--- config.mk ---
export PLATFORM = sky130hd
export DESIGN_NAME = rtd_regs
export DESIGN_NICKNAME = d
export VERILOG_FILES = /design/src/inc/rtd_pkg.sv /design/src/inc/rtd_otp_if.sv /design/src/rtd_regs.sv /design/src/rtd_otp.sv
export SDC_FILE = /design/constraint.sdc
export NUM_CORES = 1
export LEC_CHECK = 0
export BUFFER_PORTS_ARGS = -buffer_cell sky130_fd_sc_hd__buf_2
export CAP_MARGIN = 20
export CORE_UTILIZATION = 40
export CTS_CLUSTER_SIZE = 28
export DETAILED_ROUTE_END_ITERATION = 12
export PLACE_DENSITY = 0.53
export SYNTH_ARGS = -nofsm -noshare
export SYNTH_HDL_FRONTEND = slang
export SYNTH_SLANG_ARGS = --single-unit
--- constraint.sdc ---
create_clock -name i_sys_clk -period 2.2 [get_ports i_sys_clk]
set_input_delay 0.33 -clock i_sys_clk [delete_from_list [all_inputs] [get_ports i_sys_clk]]
set_output_delay 0.33 -clock i_sys_clk [all_outputs]
set_load 0.1 [all_outputs]
--- src/inc/rtd_pkg.sv ---
// Shared constants, register map and control-bit layout for the RTC defaults block
package rtd_pkg;

   // Register offsets
   localparam logic [4:0] ADDR_SECONDS = 5'h01;
   localparam logic [4:0] ADDR_CENTURY = 5'h03;
   localparam logic [4:0] ADDR_DIG_CAL = 5'h08;
   localparam logic [4:0] ADDR_WATCHDOG = 5'h09;
   localparam logic [4:0] ADDR_ALM1_MON = 5'h0A;
   localparam logic [4:0] ADDR_ALM1_RPT = 5'h0B;
   localparam logic [4:0] ADDR_HALT = 5'h0C;
   localparam logic [4:0] ADDR_FLAGS = 5'h0F;
   localparam logic [4:0] ADDR_TMR_CTL = 5'h11;
   localparam logic [4:0] ADDR_ANA_CAL = 5'h12;
   localparam logic [4:0] ADDR_SQW = 5'h13;
   localparam logic [4:0] ADDR_ALM2 = 5'h14;

   // Bit positions
   localparam int BIT_OSC_STOP = 7;
   localparam int BIT_CENT_HIGH = 7;
   localparam int BIT_CENT_LOW = 6;
   localparam int BIT_OUT_LEVEL = 7;
   localparam int BIT_FREQ_TEST = 6;
   localparam int BIT_DIG_SIGN = 5;
   localparam int BIT_OSC_FAIL_IE = 7;
   localparam int BIT_WD_RES_HIGH = 1;
   localparam int BIT_WD_RES_LOW = 0;
   localparam int BIT_ALM1_IE = 7;
   localparam int BIT_SQW_EN = 6;
   localparam int BIT_ALM_BACKUP = 5;
   localparam int BIT_HALT = 6;
   localparam int BIT_OSC_FAIL = 2;
   localparam int BIT_TMR_RUN = 7;
   localparam int BIT_TMR_IRQ_PULSE = 6;
   localparam int BIT_TMR_IRQ_EN = 5;
   localparam int BIT_TMR_SRC_HIGH = 1;
   localparam int BIT_TMR_SRC_LOW = 0;
   localparam int BIT_ANA_SIGN = 7;
   localparam int BIT_RATE_LOW = 4;
   localparam int BIT_TRIM_LOCK = 3;
   localparam int BIT_ALM2_IE = 7;
   localparam int BIT_ALM2_EN = 6;

   // Timing of the nonvolatile trim read
   localparam int CLK_HZ = 50_000_000;
   localparam int OTP_LOAD_MS = 8;
   localparam int OTP_LOAD_CYCLES = OTP_LOAD_MS * (CLK_HZ / 1000);
   localparam int OTP_CNT_W = 20;

   // Factory trim contents; value is arbitrary
   localparam logic [7:0] OTP_TRIM_DEFAULT = 8'h00;
   localparam logic [7:0] RD_UNMAPPED = 8'h00;

   typedef struct packed {
      logic osc_stop_bit;
      logic century_bit_high;
      logic century_bit_low;
      logic out_level;
      logic freq_test_enable;
      logic digital_trim_sign;
      logic [4:0] digital_trim;
      logic analog_trim_sign;
      logic [6:0] analog_trim;
      logic osc_fail_irq_en;
      logic [4:0] watchdog_multiplier;
      logic watchdog_resolution_high;
      logic watchdog_resolution_low;
      logic alarm1_irq_en;
      logic square_wave_en;
      logic alarm_backup_en;
      logic [4:0] alarm1_repeat_bits;
      logic halt_update_flag;
      logic osc_fail_flag;
      logic timer_run;
      logic timer_irq_pulse_sel;
      logic timer_irq_en;
      logic timer_source_sel_high;
      logic timer_source_sel_low;
      logic rate_select_low;
      logic [2:0] rate_select_upper;
      logic trim_lock;
      logic alarm2_irq_en;
      logic [4:0] alarm2_repeat_bits;
      logic alarm2_enable;
   } rtd_ctl_t;

   // Initial power-up defaults
   localparam rtd_ctl_t CTL_INIT = '{
      out_level: 1'b1,
      square_wave_en: 1'b1,
      halt_update_flag: 1'b1,
      osc_fail_flag: 1'b1,
      timer_source_sel_high: 1'b1,
      timer_source_sel_low: 1'b1,
      rate_select_low: 1'b1,
      default: '0
   };

endpackage

--- src/inc/rtd_otp_if.sv ---
// Handshake between the register bank and the factory trim store
`timescale 1ns/1ps
interface rtd_otp_if;
   logic start;
   logic done;
   logic [7:0] trim;

   modport ctl (output start, input done, input trim);
   modport rom (input start, output done, output trim);
endinterface

--- src/rtd_regs.sv ---
// Control register bank with power-up defaults and factory trim loading
`timescale 1ns/1ps
// What this block does
// - First power-up clears stop, century, test, signs, trims, enables; sets pin level, square wave.
// - First power-up clears repeats, timer, rates, lock, alarm-2; sets halt, fail, sources, rate0.
// - Backup power-up clears test, watchdog, timer run; sets halt; others keep value.
// - Unlisted control bits clear at first power-up, one legal choice where they are otherwise undefined.
// - Lock set copies factory trim into calibration register 12h, read-only.
// - Lock clear makes calibration register plain read/write storage.
// - Factory trim value is fixed at manufacture and never user writable.
// - Pin level is bit 7, frequency test bit 6 of register 08h.
module rtd_regs #(
   parameter int LOAD_CYCLES = rtd_pkg::OTP_LOAD_CYCLES,
   parameter logic [7:0] TRIM_VALUE = rtd_pkg::OTP_TRIM_DEFAULT
) (
   // Clock and first power application
   input wire logic i_sys_clk,
   input wire logic i_rst_n,
   // Power events
   input wire logic i_backup_pwr_up,
   input wire logic i_osc_fail_evt,
   // Register port
   input wire logic i_reg_wr,
   input wire logic [4:0] i_reg_addr,
   input wire logic [7:0] i_reg_wdata,
   output logic [7:0] o_reg_rdata,
   // Control outputs
   output logic o_freq_test_en,
   output logic o_out_level,
   output logic o_halt_update,
   output logic o_timer_run,
   output logic o_trim_lock,
   output logic o_trim_loading,
   output logic [7:0] o_analog_trim
);

   typedef struct packed {
      rtd_pkg::rtd_ctl_t ctl;
      logic start;
      logic loading;
      logic [7:0] rdata;
   } rtd_st_t;

   rtd_st_t st_reg;
   rtd_st_t st_next;

   rtd_otp_if otp_bus ();

   rtd_otp #(
      .LOAD_CYCLES(LOAD_CYCLES),
      .TRIM_VALUE(TRIM_VALUE)
   ) u_otp (
      .i_sys_clk(i_sys_clk),
      .i_rst_n(i_rst_n),
      .otp(otp_bus.rom)
   );

   assign otp_bus.start = st_reg.start;

   // Read mux; unlisted bits read zero
   function automatic logic [7:0] reg_read(input rtd_pkg::rtd_ctl_t c, input logic [4:0] addr);
      logic [7:0] d;
      d = rtd_pkg::RD_UNMAPPED;
      case (addr)
         rtd_pkg::ADDR_SECONDS: begin
            d[rtd_pkg::BIT_OSC_STOP] = c.osc_stop_bit;
         end
         rtd_pkg::ADDR_CENTURY: begin
            d[rtd_pkg::BIT_CENT_HIGH] = c.century_bit_high;
            d[rtd_pkg::BIT_CENT_LOW] = c.century_bit_low;
         end
         rtd_pkg::ADDR_DIG_CAL: begin
            d[rtd_pkg::BIT_OUT_LEVEL] = c.out_level;
            d[rtd_pkg::BIT_FREQ_TEST] = c.freq_test_enable;
            d[rtd_pkg::BIT_DIG_SIGN] = c.digital_trim_sign;
            d[4:0] = c.digital_trim;
         end
         rtd_pkg::ADDR_WATCHDOG: begin
            d[rtd_pkg::BIT_OSC_FAIL_IE] = c.osc_fail_irq_en;
            d[6:2] = c.watchdog_multiplier;
            d[rtd_pkg::BIT_WD_RES_HIGH] = c.watchdog_resolution_high;
            d[rtd_pkg::BIT_WD_RES_LOW] = c.watchdog_resolution_low;
         end
         rtd_pkg::ADDR_ALM1_MON: begin
            d[rtd_pkg::BIT_ALM1_IE] = c.alarm1_irq_en;
            d[rtd_pkg::BIT_SQW_EN] = c.square_wave_en;
            d[rtd_pkg::BIT_ALM_BACKUP] = c.alarm_backup_en;
         end
         rtd_pkg::ADDR_ALM1_RPT: begin
            d[4:0] = c.alarm1_repeat_bits;
         end
         rtd_pkg::ADDR_HALT: begin
            d[rtd_pkg::BIT_HALT] = c.halt_update_flag;
         end
         rtd_pkg::ADDR_FLAGS: begin
            d[rtd_pkg::BIT_OSC_FAIL] = c.osc_fail_flag;
         end
         rtd_pkg::ADDR_TMR_CTL: begin
            d[rtd_pkg::BIT_TMR_RUN] = c.timer_run;
            d[rtd_pkg::BIT_TMR_IRQ_PULSE] = c.timer_irq_pulse_sel;
            d[rtd_pkg::BIT_TMR_IRQ_EN] = c.timer_irq_en;
            d[rtd_pkg::BIT_TMR_SRC_HIGH] = c.timer_source_sel_high;
            d[rtd_pkg::BIT_TMR_SRC_LOW] = c.timer_source_sel_low;
         end
         rtd_pkg::ADDR_ANA_CAL: begin
            d[rtd_pkg::BIT_ANA_SIGN] = c.analog_trim_sign;
            d[6:0] = c.analog_trim;
         end
         rtd_pkg::ADDR_SQW: begin
            d[7:5] = c.rate_select_upper;
            d[rtd_pkg::BIT_RATE_LOW] = c.rate_select_low;
            d[rtd_pkg::BIT_TRIM_LOCK] = c.trim_lock;
         end
         rtd_pkg::ADDR_ALM2: begin
            d[rtd_pkg::BIT_ALM2_IE] = c.alarm2_irq_en;
            d[rtd_pkg::BIT_ALM2_EN] = c.alarm2_enable;
            d[4:0] = c.alarm2_repeat_bits;
         end
         default: begin
            d = rtd_pkg::RD_UNMAPPED;
         end
      endcase
      return d;
   endfunction

   always_comb begin
      st_next = st_reg;
      st_next.start = 1'b0;
      if (i_reg_wr) begin
         case (i_reg_addr)
            rtd_pkg::ADDR_SECONDS: begin
               st_next.ctl.osc_stop_bit = i_reg_wdata[rtd_pkg::BIT_OSC_STOP];
            end
            rtd_pkg::ADDR_CENTURY: begin
               st_next.ctl.century_bit_high = i_reg_wdata[rtd_pkg::BIT_CENT_HIGH];
               st_next.ctl.century_bit_low = i_reg_wdata[rtd_pkg::BIT_CENT_LOW];
            end
            rtd_pkg::ADDR_DIG_CAL: begin
               st_next.ctl.out_level = i_reg_wdata[rtd_pkg::BIT_OUT_LEVEL];
               st_next.ctl.freq_test_enable = i_reg_wdata[rtd_pkg::BIT_FREQ_TEST];
               st_next.ctl.digital_trim_sign = i_reg_wdata[rtd_pkg::BIT_DIG_SIGN];
               st_next.ctl.digital_trim = i_reg_wdata[4:0];
            end
            rtd_pkg::ADDR_WATCHDOG: begin
               st_next.ctl.osc_fail_irq_en = i_reg_wdata[rtd_pkg::BIT_OSC_FAIL_IE];
               st_next.ctl.watchdog_multiplier = i_reg_wdata[6:2];
               st_next.ctl.watchdog_resolution_high = i_reg_wdata[rtd_pkg::BIT_WD_RES_HIGH];
               st_next.ctl.watchdog_resolution_low = i_reg_wdata[rtd_pkg::BIT_WD_RES_LOW];
            end
            rtd_pkg::ADDR_ALM1_MON: begin
               st_next.ctl.alarm1_irq_en = i_reg_wdata[rtd_pkg::BIT_ALM1_IE];
               st_next.ctl.square_wave_en = i_reg_wdata[rtd_pkg::BIT_SQW_EN];
               st_next.ctl.alarm_backup_en = i_reg_wdata[rtd_pkg::BIT_ALM_BACKUP];
            end
            rtd_pkg::ADDR_ALM1_RPT: begin
               st_next.ctl.alarm1_repeat_bits = i_reg_wdata[4:0];
            end
            rtd_pkg::ADDR_HALT: begin
               st_next.ctl.halt_update_flag = i_reg_wdata[rtd_pkg::BIT_HALT];
            end
            rtd_pkg::ADDR_FLAGS: begin
               st_next.ctl.osc_fail_flag = i_reg_wdata[rtd_pkg::BIT_OSC_FAIL];
            end
            rtd_pkg::ADDR_TMR_CTL: begin
               st_next.ctl.timer_run = i_reg_wdata[rtd_pkg::BIT_TMR_RUN];
               st_next.ctl.timer_irq_pulse_sel = i_reg_wdata[rtd_pkg::BIT_TMR_IRQ_PULSE];
               st_next.ctl.timer_irq_en = i_reg_wdata[rtd_pkg::BIT_TMR_IRQ_EN];
               st_next.ctl.timer_source_sel_high = i_reg_wdata[rtd_pkg::BIT_TMR_SRC_HIGH];
               st_next.ctl.timer_source_sel_low = i_reg_wdata[rtd_pkg::BIT_TMR_SRC_LOW];
            end
            rtd_pkg::ADDR_ANA_CAL: begin
               if (!st_reg.ctl.trim_lock) begin
                  st_next.ctl.analog_trim_sign = i_reg_wdata[rtd_pkg::BIT_ANA_SIGN];
                  st_next.ctl.analog_trim = i_reg_wdata[6:0];
               end
            end
            rtd_pkg::ADDR_SQW: begin
               st_next.ctl.rate_select_upper = i_reg_wdata[7:5];
               st_next.ctl.rate_select_low = i_reg_wdata[rtd_pkg::BIT_RATE_LOW];
               st_next.ctl.trim_lock = i_reg_wdata[rtd_pkg::BIT_TRIM_LOCK];
               // Only the rising edge of lock starts a slow read
               if (i_reg_wdata[rtd_pkg::BIT_TRIM_LOCK] && !st_reg.ctl.trim_lock) begin
                  st_next.start = 1'b1;
                  st_next.loading = 1'b1;
               end
            end
            rtd_pkg::ADDR_ALM2: begin
               st_next.ctl.alarm2_irq_en = i_reg_wdata[rtd_pkg::BIT_ALM2_IE];
               st_next.ctl.alarm2_enable = i_reg_wdata[rtd_pkg::BIT_ALM2_EN];
               st_next.ctl.alarm2_repeat_bits = i_reg_wdata[4:0];
            end
            default: begin
            end
         endcase
      end
      // Oscillator event wins over a software clear in the same cycle
      if (i_osc_fail_evt) begin
         st_next.ctl.osc_fail_flag = 1'b1;
      end
      // Unlocking mid-read drops the pending copy
      if (!st_next.ctl.trim_lock) begin
         st_next.loading = 1'b0;
      end
      if (otp_bus.done && st_reg.loading && st_next.ctl.trim_lock) begin
         st_next.ctl.analog_trim_sign = otp_bus.trim[rtd_pkg::BIT_ANA_SIGN];
         st_next.ctl.analog_trim = otp_bus.trim[6:0];
         st_next.loading = 1'b0;
      end
      // Backup power-up overrides software in the same cycle
      if (i_backup_pwr_up) begin
         st_next.ctl.freq_test_enable = 1'b0;
         st_next.ctl.watchdog_multiplier = '0;
         st_next.ctl.watchdog_resolution_high = 1'b0;
         st_next.ctl.watchdog_resolution_low = 1'b0;
         st_next.ctl.timer_run = 1'b0;
         st_next.ctl.halt_update_flag = 1'b1;
      end
      st_next.rdata = reg_read(st_next.ctl, i_reg_addr);
   end

   always_ff @(posedge i_sys_clk or negedge i_rst_n) begin
      if (!i_rst_n) begin
         // Unlisted bits also clear here, which is one legal choice
         st_reg.ctl <= rtd_pkg::CTL_INIT;
         st_reg.start <= 1'b0;
         st_reg.loading <= 1'b0;
         st_reg.rdata <= rtd_pkg::RD_UNMAPPED;
      end else begin
         st_reg <= st_next;
      end
   end

   assign o_reg_rdata = st_reg.rdata;
   assign o_freq_test_en = st_reg.ctl.freq_test_enable;
   assign o_out_level = st_reg.ctl.out_level;
   assign o_halt_update = st_reg.ctl.halt_update_flag;
   assign o_timer_run = st_reg.ctl.timer_run;
   assign o_trim_lock = st_reg.ctl.trim_lock;
   assign o_trim_loading = st_reg.loading;
   assign o_analog_trim = {st_reg.ctl.analog_trim_sign, st_reg.ctl.analog_trim};

endmodule

--- src/rtd_otp.sv ---
// Factory trim store with its slow read sequence
`timescale 1ns/1ps
module rtd_otp #(
   parameter int LOAD_CYCLES = rtd_pkg::OTP_LOAD_CYCLES,
   parameter logic [7:0] TRIM_VALUE = rtd_pkg::OTP_TRIM_DEFAULT
) (
   // Clock and reset
   input wire logic i_sys_clk,
   input wire logic i_rst_n,
   // Trim handshake
   rtd_otp_if.rom otp
);

   typedef struct packed {
      logic busy;
      logic [rtd_pkg::OTP_CNT_W-1:0] cnt;
      logic done;
      logic [7:0] trim;
   } rtd_otp_st_t;

   rtd_otp_st_t st_reg;
   rtd_otp_st_t st_next;

   always_comb begin
      st_next = st_reg;
      st_next.done = 1'b0;
      if (otp.start) begin
         st_next.busy = 1'b1;
         st_next.cnt = '0;
      end else if (st_reg.busy) begin
         if (st_reg.cnt == rtd_pkg::OTP_CNT_W'(LOAD_CYCLES - 1)) begin
            // Content is fixed; no write path exists
            st_next.busy = 1'b0;
            st_next.done = 1'b1;
            st_next.trim = TRIM_VALUE;
         end else begin
            st_next.cnt = st_reg.cnt + 1'b1;
         end
      end
   end

   always_ff @(posedge i_sys_clk or negedge i_rst_n) begin
      if (!i_rst_n) begin
         st_reg <= '0;
      end else begin
         st_reg <= st_next;
      end
   end

   assign otp.done = st_reg.done;
   assign otp.trim = st_reg.trim;

endmodule

# After elaboration in Yosys (flattened, before gate mapping)
# Index checks and enable logic that the tools add are counted.
# totals
register_bits,86
output_inout_bits,22
word_cells,97
# op_classes
n_reduce_logical,7
n_mux,36
n_addsub,1
n_eq_ne,17
# ops
operator,n
$mux 56,1
$mux 8,5
$eq 5x4->1 const B,6
$mux 30,1
$pmux 2 s6,2
$mux 21,1
$add 20x1->20 const B,1
$eq 20x19->1 const B,1
$eq 5x5->1 const B,4
$mux 20,1
$mux 9,2
$pmux 1 s9,2
$mux 5,3
$mux 7,2
$pmux 1 s6,2
$mux 1,10
$mux 2,3
$ne 3x1->1 const B,2
$eq 5x1->1 const B,1
$eq 5x2->1 const B,1
$logic_and 1x1->1,3
$mux 3,1
$ne 3x2->1 const B,1
$reduce_and 3->1,1
4 further kinds,4

# Longest topological paths before layout
# Gate-level depths: netlist (run 1).
# depth
ltp_word,8
ltp_mapped,7
mapped_depth_nobuf,5

# Hierarchy
# From an unflattened synthesis (run 1), not the netlist that was laid out.
# hier_totals
hier_cells,479
area_unflattened_um2,4808.4
# modules_own_cells
mod,cells_each,area_per_inst_um2,n_inst
rtd_regs,338,3525.9,1
rtd_otp,141,1282.5,1

# Worst setup path after synthesis (run 1)
# OpenSTA, ideal clock, no wires.
# synth_path
path_type,register -> register
start,"reg st_reg, in the netlist o_trim_lock"
end,"reg st_reg, in the netlist o_reg_rdata[5]"
synth_period_minus_slack_ns,2.429
setup_ns,0.139
path_stages_with_launch,5
slack_ns,-0.229
arrival_time_ns,2.291
cell_sequence,dfrtp_1 nor4_4 mux2i_1 nor2_1 or4b_1
# synth_lines
element,line_no,text
"start, declared",rtd_regs.sv:44,rtd_st_t st_reg;
"start signal, assigned",rtd_regs.sv:229,st_reg <= st_next;

# Worst setup path in the final report (run 1)
# layout_path
start,reg u_otp.st_reg[11] (netlist name)
end,reg u_otp.st_reg[28] (netlist name)
# layout_via
elab_chain_len,4
elab_cells_between_ends,7
classes_between,add/sub: 1; eq/ne: 2; mux: 3; reduce/logical: 1
# layout_rtl
element,line_no,text
"start, declared",rtd_otp.sv:21,rtd_otp_st_t st_reg;
"start signal, assigned",rtd_otp.sv:46,st_reg <= st_next;
$add 20x1->20,rtd_otp.sv:37,st_next.cnt = st_reg.cnt + 1'b1;
$mux 20,rtd_otp.sv:31,if (st_reg.cnt == rtd_pkg::OTP_CNT_W'(LOAD_CYCLES - 1)) begin
$mux 30,rtd_otp.sv:30,end else if (st_reg.busy) begin
$mux 21,rtd_otp.sv:27,if (otp.start) begin
# Parallel ways exist; a longest one is shown, timed or not. The select of a mux whose other input is x is not followed.
# A chain may end at the register's enable or synchronous reset.

==> results of run 1 <==
metal layers:
| layer | up-vias | track usage | part of all wire |
|---|---|---|---|
| met5 | - | 0 | 0 |
| met4 | 0 | 0.0790 | 0.0088 |
| met3 | 9 | 0.0356 | 0.064 |
| met2 | 97 | 0.336 | 0.43 |
| met1 | 1844 | 0.363 | 0.50 |
| li1 | 1793 | - | - |
synth_stat cells (8+ instances only):
master	instances
nor2b_1	9
dfrtp_1	79
mux2_2	32
buf_4	16
mux2i_1	21
nand2_1	38
or3_1	10
nand3_1	17
nor3_1	9
clkbuf_1	15
a22oi_1	8
a21oi_1	15
nor4_1	8
o21ai_0	19
inv_1	10
nor2_1	39
metrics by stage:
| stage | util | hold slack (ns) |
|---|---|---|
| finish | 0.505 | 0.202 |
| global route | 0.505 | 0.193 |
| CTS | 0.505 | 0.191 |
| detailed placement | 0.475 | 0.367 |
| global placement | 0.475 | 0.360 |
| floorplan | - | 0.0344 |
worst min path at each step:
stage	end	slack (ns)
6_report	st_reg[27]	0.20
5_1_grt	st_reg[27]	0.19
4_1_cts	st_reg[27]	0.19
3_5_place_dp	u_otp.st_reg[12]	0.37
3_3_place_gp	u_otp.st_reg[12]	0.36
2_1_floorplan	o_analog_trim[0]	0.03
power groups by stage:
| stage | combinational, µW | clock [µW] | sequential [µW] |
|---|---|---|---|
| final | 854 | 1590 | 1930 |
| after global routing | 920 | 1700 | 1960 |
| after CTS | 860 | 1630 | 1930 |
| after detailed placement | 855 | 0 | 1960 |
| after global placement | 845 | 0 | 1950 |
| after floorplan | 546 | 0 | 2020 |
kinds of logic after synthesis:
kind of cell	Yosys count	share of synthesized area
mux	53	0.124
compound gates	84	0.125
buf+inv	50	0.0570
simple gates	176	0.207
xor+xnor	8	0.0152
fa+ha+maj	1	0.00272
flops	86	0.469
layout make-up:
type | instances | area (µm²)
fillers | 1047 | 5460
multi-input cells | 322 | 2180
flip-flops and latches | 86 | 2160
repair buffers | 100 | 696
clock buffers | 13 | 270
well taps | 140 | 175
clock inverters | 3 | 42.5
inverters | 10 | 37.5
==> results by group, run 1 <==
Setup path
  • Reg2reg setup slack: 0.21 ns
  • CP startpoint kind: flip-flop
  • CP Max Fanout: 5
  • Worst R2R Path Depth: 5
  • Worst path most repeated cell: or3_1
  • Worst R2R End: u_otp.st_reg[28]
  • Worst r2r src: u_otp.st_reg[11]
  • CP Class: flip-flop to flip-flop
  • Crit-path cells: and4_1 -> nand4_1 -> or3_1 -> or3_1 -> mux2_2
  • Critical Path Max Stage Delay: 0.42 ns
  • WP depth: 5
  • Crit path launch: u_otp.st_reg[11]
  • Worst Setup End Kind: flip-flop
  • WP data required: 2.42 ns
  • CP arrival: 2.21 ns
  • Setup crit end: u_otp.st_reg[28]
  • Critical path buffers and inverters: 0
  • CP delay by family, top: simple AND/OR/NAND/NOR gates
  • Slowest cell on crit path: dfrtp_1

CTS
  • Clk sinks: 86
  • Post-cts resize count: 0
  • Cts bufs inserted: 9
  • CTS tree: built
  • Clk slew on worst S/H paths: 0.06 ns
  • H-tree lvl count: 3
  • Clock Tree Buf Depth: 2
  • # Post-CTS Setup Buffers: 0
  • CTS Hold Buffers Added: 1
  • Worst-Skew Late Latency: 0.34 ns
  • Root buffer cell: clkbuf_16

STA
  • RSZ-0062 raised after global routing: false
  • Setup TNS: 0 ns
  • Fin. Hold Viols: 0
  • Period minus WS final: 1.99 ns
  • Endpoints failing setup: 0
  • Final period utilization: 0.905
  • Tightest Pin Transition: 0.638 ns
  • Max Clock Skew: 0.00597 ns
  • Fmax: 502 MHz
  • Slew Limit Fails: 0
  • Final worst slack: 0.208 ns
  • Slew HR: 0.572

Synth
  • EDFF count, synth: 0
  • Prevailing post-synth register cell: dfrtp_1
  • Asr flop ratio synth: 1.00
  • Synth top area share: 0.429
  • Register bit count reported by yosys: 86
  • Post-synth top area cell: dfrtp_1
  • Post-synthesis net count: 477
  • Cell Area, Synth: 0.00461 mm²
  • Library cells used by synthesis: 69
  • YS warnings: 0
  • Synth Instances: 458
  • Register area share after synthesis: 0.469
  • Top cells by area, synth: dfrtp_1 43%, mux2_2 7.8%, mux2i_1 4.6%, dfstp_2 4.0%, nor2_1 3.2%
  • Synthesized area per cell: 10.1 µm²

Global route
  • Vias in the first global route: 3759
  • Initial antenna violation count: 0
  • Global-route usage over all layers: 0.236
  • Total grt overflow: 0
  • Largest net degree at the start of global routing: 44
  • First-pass GRT wire length: 20.9 mm

Detailed routing
  • Via count: 3743
  • Final wirelength: 12.7 mm
  • DRT iter0 DRCs: 238
  • Post-route antenna net violation count: 0
  • Avg Vias per Cell: 5.55
  • DR pass1 iterations: 4
  • DR WL/cell: 18.8 µm
  • DRC: 0

Power and ir drop
  • Sw Pwr: 1350 µW
  • Cell Pwr Density: 787 mW/mm²
  • P_int: 3030 µW
  • Clk pwr share: 0.363
  • Reg power frac: 0.442
  • Leakage power: 0.00254 µW
  • Comb pwr share: 0.195
  • Switching Share: 0.309
  • VDD IR max: 0.555 mV
  • Pwr Total: 4380 µW

Floorplanning
  • Initial Util: 0.418
  • Die Ht: 109 µm
  • Die ar.: 0.0120 mm²
  • CORE AREA: 0.0110 mm²
  • Row cnt: 38
  • I/O pin count: 40
  • Die X: 109 µm

Final layout
  • Area Overhead vs Synth: 20.8%
  • Max reg flops: 41
  • Most common cell after layout, fill and taps aside: dfrtp_1
  • Final Non-Filler Cells: 674
  • Post-layout instance area: 0.00557 mm²
  • Most frequent cells in the layout: 78 x dfrtp_1, 58 x buf_4, 39 x nor2_1, 38 x nand2_1, 38 x buf_2
  • Share of cells above drive strength 1: 0.309
  • Nets: 548
  • ANT cells: 0

Placement
  • Dpl ws: -0.0503 ns
  • Placed Area: 0.00524 mm²
  • Final GP Congestion: 0.876
  • HPWL Detailed: 9.24 mm
  • # port buffers: 39
  • Inst Count DP: 657

Run
  • Max-cap violations: 0

Run status
  • Status: finished clean

Worst hold path
  • HP Class: input port to flip-flop
  • WHS Path Cells: 2
  • Critical hold path startpoint: i_osc_fail_evt
(Power assumes the default switching activity.)
==> run 2: changes to the inputs <==
--- a/config.mk
+++ b/config.mk
@@ -10,7 +10,7 @@
 export CORE_UTILIZATION = 40
 export CTS_CLUSTER_SIZE = 28
 export DETAILED_ROUTE_END_ITERATION = 12
-export PLACE_DENSITY = 0.53
+export PLACE_DENSITY = 0.55
 export SYNTH_ARGS = -nofsm -noshare
 export SYNTH_HDL_FRONTEND = slang
 export SYNTH_SLANG_ARGS = --single-unit
==> constraint.sdc (replaced) <==
create_clock -name i_sys_clk -period 1.8 [get_ports i_sys_clk]
set_input_delay 0.27 -clock i_sys_clk [delete_from_list [all_inputs] [get_ports i_sys_clk]]
set_output_delay 0.27 -clock i_sys_clk [all_outputs]
set_load 0.1 [all_outputs]
==> results by group, run 2 (synthesis gave the netlist of run 1 again) <==
CTS
  • CTS tree: built
  • Cts bufs inserted: 9 (unchanged)
  • Worst-Skew Late Latency: 0.35 ns (about the same)
  • Clk sinks: 86 (unchanged)
  • Clk slew on worst S/H paths: 0.06 ns (about the same)
  • Clock Tree Buf Depth: 2 (unchanged)
  • Root buffer cell: clkbuf_16
  • H-tree lvl count: 3 (unchanged)

Placement
  • Final GP Congestion: 0.900 (+2.7%)
  • # port buffers: 39 (unchanged)
  • Placed Area: 0.00561 mm² (+6.9%)
  • Dpl ws: -0.382 ns (-0.332 ns)
  • HPWL Detailed: 9.85 mm (+6.6%)
  • Inst Count DP: 703 (+7.0%)

Global route
  • Initial antenna violation count: 0 (unchanged)
  • Largest net degree at the start of global routing: 30 (-32%)
  • First-pass GRT wire length: 20.8 mm (-0.30%)
  • Vias in the first global route: 3917 (+4.2%)
  • Global-route usage over all layers: 0.236 (-0.000377)
  • Total grt overflow: 0 (unchanged)

Run status
  • Status: finished, violations left
  • Failing checks: negative setup slack

STA
  • Slew HR: 0.467 (-0.105)
  • Fmax: 535 MHz (+6.5%)
  • RSZ-0062 raised after global routing: true
  • Fin. Hold Viols: 0 (unchanged)
  • Period minus WS final: 1.87 ns (-0.122 ns)
  • Tightest Pin Transition: 0.798 ns (+0.160 ns)
  • Endpoints failing setup: 4 (+4)
  • Max Clock Skew: 0.00789 ns (+0.00193 ns)
  • Final worst slack: -0.0698 ns (-0.278 ns)
  • Slew Limit Fails: 0 (unchanged)
  • Final period utilization: 1.04 (+0.134)

Detailed routing
  • DRT iter0 DRCs: 227 (-4.6%)
  • DR pass1 iterations: 4 (unchanged)
  • DR WL/cell: 18.2 µm (-3.0%)
  • Final wirelength: 13.4 mm (+6.1%)
  • DRC: 0 (unchanged)
  • Post-route antenna net violation count: 0 (unchanged)
  • Via count: 4054 (+8.3%)
  • Avg Vias per Cell: 5.50 (-0.95%)

Final layout
  • Max reg flops: 41 (unchanged)
  • ANT cells: 0 (unchanged)
  • Nets: 611 (+11%)
  • Share of cells above drive strength 1: 0.422 (+0.113)
  • Most frequent cells in the layout: 113 x buf_4, 77 x dfrtp_1, 38 x nor2_1, 38 x nand2_1, 36 x buf_2
  • Final Non-Filler Cells: 737 (+9.3%)
  • Area Overhead vs Synth: 34.8%
  • Fill cells: 978 (-6.6%)
  • Post-layout instance area: 0.00621 mm² (+12%)
  • Most common cell after layout, fill and taps aside: buf_4

Worst hold path
  • HP Class: input port to flip-flop

Setup path
  • CP delay by family, top: simple AND/OR/NAND/NOR gates
  • CP Class: flip-flop to flip-flop
  • Worst Setup End Kind: flip-flop
  • CP Max Fanout: 4 (-1)
  • Critical Path Max Stage Delay: 0.39 ns (-0.03 ns)
  • WP data required: 2.03 ns (-0.39 ns)
  • Worst path most repeated cell: or3_4
  • Critical path buffers and inverters: 0 (unchanged)
  • Crit-path cells: and4_1 -> nand4_1 -> or3_4 -> or3_4 -> mux2_2
  • CP arrival: 2.10 ns (-0.11 ns)
  • Slowest cell on crit path: dfrtp_1
  • CP startpoint kind: flip-flop

Floorplanning
  • Die ar.: 0.0120 mm² (unchanged)
  • Die Ht: 109 µm (unchanged)
  • Die X: 109 µm (unchanged)
  • CORE AREA: 0.0110 mm² (unchanged)
  • Initial Util: 0.418 (unchanged)
  • I/O pin count: 40 (unchanged)
  • Row cnt: 38 (unchanged)

Power and ir drop
  • Pwr Total: 5350 µW (+22%)
  • VDD IR max: 0.691 mV (+24%)
  • Leakage power: 0.00290 µW (+14%)
  • Cell Pwr Density: 861 mW/mm² (+9.4%)

Run
  • Max-cap violations: 0 (unchanged)
-- run 2: repair_timing --
| item | 4_1_cts | 5_1_grt |
|---|---|---|
| endpoints found under the setup margin | 9 | 18 |
| hold buffers | 1 | 0 |
| buffers inserted | 8 | 8 |
| pin swaps | 11 | 10 |
| cloned | 0 | 1 |
| resized for setup | 10 | 33 |
| endpoints found under the hold margin | 24 | 0 |
-- run 2: cell type report --
| type | count | area, µm² | area share |
|---|---|---|---|
| multi-input combinational | 322 | 2340 | 0.377 |
| clock inverter | 3 | 18.8 | 0.00302 |
| tap | 140 | 175 | 0.0282 |
| sequential | 86 | 2170 | 0.349 |
| clock buffer | 13 | 260 | 0.0419 |
| timing repair buffer | 163 | 1210 | 0.195 |
| inverter | 10 | 37.5 | 0.00604 |
-- run 2: worst paths after layout --
path,cells after the start,startpoint,to,slack (ns)
max,5,u_otp.st_reg[18],u_otp.st_reg[28],-0.07
min,2,i_osc_fail_evt,st_reg[27],0.16
max reg2reg,5,u_otp.st_reg[18],u_otp.st_reg[28],-0.07
min reg2reg,2,st_reg[23],st_reg[23],0.48
max in group asynchronous,3,i_rst_n,st_reg[21],0.81
min in group asynchronous,2,i_rst_n,o_timer_run,0.39
-- run 2: where the power goes --
| part | total, µW | internal, µW | switching (µW) | leakage, µW |
|---|---|---|---|---|
| clock network | 1760 | 1010 | 747 | 0.000140 |
| logic | 1250 | 460 | 794 | 0.00163 |
| registers | 2340 | 2190 | 152 | 0.00113 |
-- run 2: stage by stage --
stage	setup TNS [ns]	util	hold WS [ns]
after floorplan	-1.70	-	-0.0256
after global routing	-1.00	0.563	0.165
after global placement	-5.09	0.508	0.222
after CTS	-0.123	0.544	0.150
after detailed placement	-5.51	0.508	0.221
final	-0.195	0.563	0.161
-- run 2: layer usage --
layer  part of all wire  up-vias  global-route usage
met5                  0        -                   0
met4              0.024        0              0.0924
met3              0.057       25              0.0433
met2               0.44      114               0.347
met1               0.48     1987               0.342
li1                   -     1928                   -
==> run 3: changes to the inputs <==
--- a/config.mk
+++ b/config.mk
@@ -7,10 +7,10 @@
 export LEC_CHECK = 0
 export BUFFER_PORTS_ARGS = -buffer_cell sky130_fd_sc_hd__buf_2
 export CAP_MARGIN = 20
-export CORE_UTILIZATION = 40
+export CORE_UTILIZATION = 31
 export CTS_CLUSTER_SIZE = 28
 export DETAILED_ROUTE_END_ITERATION = 12
-export PLACE_DENSITY = 0.55
+export PLACE_DENSITY = 0.45
 export SYNTH_ARGS = -nofsm -noshare
 export SYNTH_HDL_FRONTEND = slang
 export SYNTH_SLANG_ARGS = --single-unit
==> results by group, run 3 (synthesis gave the netlist of run 1 again) <==
Setup path
  • WP depth: 5 (unchanged)
  • CP Class: flip-flop to flip-flop
  • Slowest cell on crit path: or3_4
  • WP data required: 2.03 ns (about the same)
  • Reg2reg setup slack: -0.07 ns (about the same)
  • Worst R2R Path Depth: 5 (unchanged)
  • Crit-path cells: and4_1 -> nand4_1 -> or3_4 -> or3_4 -> mux2_2
  • Worst R2R End: u_otp.st_reg[28]
  • CP startpoint kind: flip-flop
  • CP Max Fanout: 2 (-2)
  • CP arrival: 2.10 ns (about the same)
  • Setup crit end: u_otp.st_reg[28]
  • CP delay by family, top: simple AND/OR/NAND/NOR gates
  • Worst Setup End Kind: flip-flop
  • Worst r2r src: u_otp.st_reg[19]
  • Critical path buffers and inverters: 0 (unchanged)
  • Worst path most repeated cell: or3_4
  • Critical Path Max Stage Delay: 0.42 ns (+0.03 ns)
  • Crit path launch: u_otp.st_reg[19]

Worst hold path
  • HP Class: input port to flip-flop

Global route
  • Global-route usage over all layers: 0.201 (-0.0351)
  • Initial antenna violation count: 0 (unchanged)
  • Total grt overflow: 0 (unchanged)
  • Vias in the first global route: 4132 (+5.5%)
  • First-pass GRT wire length: 22.8 mm (+9.9%)
  • Largest net degree at the start of global routing: 40 (+33%)

Detailed routing
  • DR pass1 iterations: 9 (+5)
  • Post-route antenna net violation count: 0 (unchanged)
  • DRC: 1 (+1)
  • DR WL/cell: 18.5 µm (+1.5%)
  • DRT iter0 DRCs: 219 (-3.5%)
  • Final wirelength: 14.5 mm (+7.6%)
  • Avg Vias per Cell: 5.23 (-4.9%)
  • Via count: 4087 (+0.81%)

Final layout
  • ANT cells: 0 (unchanged)
  • Most frequent cells in the layout: 114 x buf_4, 77 x dfrtp_1, 38 x nor2_1, 38 x nand2_1, 36 x buf_2
  • Most common cell after layout, fill and taps aside: buf_4
  • Area occupied by multi-input gates: 0.00232 mm² (-0.75%)
  • Post-layout instance area: 0.00629 mm² (+1.3%)
  • Share of cells above drive strength 1: 0.419 (-0.00335)
  • Max reg flops: 41 (unchanged)
  • Area Overhead vs Synth: 36.6%
  • Final Non-Filler Cells: 781 (+6.0%)
  • Fill cells: 1434 (+47%)
  • FF+latch area: 0.00217 mm² (unchanged)
  • Nets: 611 (unchanged)

Floorplanning
  • CORE AREA: 0.0145 mm² (+32%)
  • Initial Util: 0.317 (-0.101)
  • Die ar.: 0.0154 mm² (+28%)
  • I/O pin count: 40 (unchanged)
  • Die Ht: 124 µm (+13%)
  • Die X: 124 µm (+13%)
  • Row cnt: 44 (+16%)

CTS
  • Cts bufs inserted: 9 (unchanged)
  • H-tree lvl count: 3 (unchanged)
  • CTS tree: built
  • Clk sinks: 86 (unchanged)
  • Clk slew on worst S/H paths: 0.06 ns (about the same)
  • Clock Tree Buf Depth: 2 (unchanged)
  • Worst-Skew Late Latency: 0.34 ns (about the same)
  • Root buffer cell: clkbuf_16

STA
  • Endpoints failing setup: 5 (+1)
  • Setup TNS: -0.208 ns (-0.0133 ns)
  • Final worst slack: -0.0705 ns (-0.000720 ns)
  • RSZ-0062 raised after global routing: true
  • Slew Limit Fails: 0 (unchanged)
  • Fin. Hold Viols: 0 (unchanged)
  • Final period utilization: 1.04 (about the same)
  • Tightest Pin Transition: 0.498 ns (-0.299 ns)
  • Period minus WS final: 1.87 ns (+0.000720 ns)
  • Fmax: 535 MHz (about the same)
  • Slew HR: 0.664 (+0.197)
  • Max Clock Skew: 0.00830 ns (+0.000403 ns)

Placement
  • # port buffers: 39 (unchanged)
  • Final GP Congestion: 0.896 (-0.54%)
  • Dpl ws: -0.369 ns (+0.0128 ns)
  • HPWL Detailed: 10.7 mm (+8.5%)
  • Placed Area: 0.00575 mm² (+2.5%)
  • Inst Count DP: 755 (+7.4%)

Power and ir drop
  • Cell Pwr Density: 875 mW/mm² (+1.6%)
  • Pwr Total: 5510 µW (+3.0%)
  • Leakage power: 0.00289 µW (-0.24%)
  • VDD IR max: 0.449 mV (-35%)

Run status
  • Failing checks: design-rule violations, negative setup slack
  • Status: finished, violations left

Run
  • Max-cap violations: 0 (unchanged)
==> run 3: timing repair <==
| action | 4_1_cts | 5_1_grt |
|---|---|---|
| hold endpoints to repair | 25 | 0 |
| pin swaps | 7 | 8 |
| setup endpoints to repair | 10 | 22 |
| setup buffers | 6 | 3 |
| hold buffers | 1 | 0 |
| gates resized for setup | 10 | 29 |
==> run 3: power by group <==
part | switching (µW) | leakage (µW) | internal (µW)
sequential | 160 | 0.00113 | 2180
combinational | 796 | 0.00163 | 454
clock | 837 | 0.000134 | 1080
==> run 3: layout make-up <==
type                            instances  area share
Clock buffer                            9      0.0358
Clock inverter                          7      0.0117
Inverter                               10     0.00596
Multi-Input combinational cell        322       0.369
Sequential cell                        86       0.344
Tap cell                              184      0.0366
Timing Repair Buffer                  163       0.197
==> run 3: worst min-delay path by stage <==
stage	start	end	slack, ns	cells after the start
6_report	i_osc_fail_evt	st_reg[27]	0.14	2
5_1_grt	i_osc_fail_evt	st_reg[27]	0.14	2
4_1_cts	i_osc_fail_evt	st_reg[27]	0.13	2
3_5_place_dp	i_rst_n	st_reg[61]	0.22	1
3_3_place_gp	i_rst_n	st_reg[61]	0.22	1
2_1_floorplan	i_rst_n	o_analog_trim[0]	-0.03	0
==> run 3: routing by layer <==
layer / track usage / wire (µm)
met5: 0 / 0
met2: 0.316 / 6780
met4: 0.0848 / 564
met1: 0.259 / 6310
met3: 0.0527 / 808
==> run 3: through the flow <==
stage	hold WS, ns	utilization
2_1_floorplan	-0.0256	-
3_3_place_gp	0.223	0.395
3_5_place_dp	0.224	0.395
4_1_cts	0.129	0.423
5_1_grt	0.138	0.433
6_report	0.139	0.433
==> run 3: worst register-to-register path, cell delays in order, from the launching register on <==
cell	delay [ns]
dfrtp_1	0.38
and4_1	0.22
nand4_1	0.13
or3_4	0.42
or3_4	0.34
mux2_2	0.28
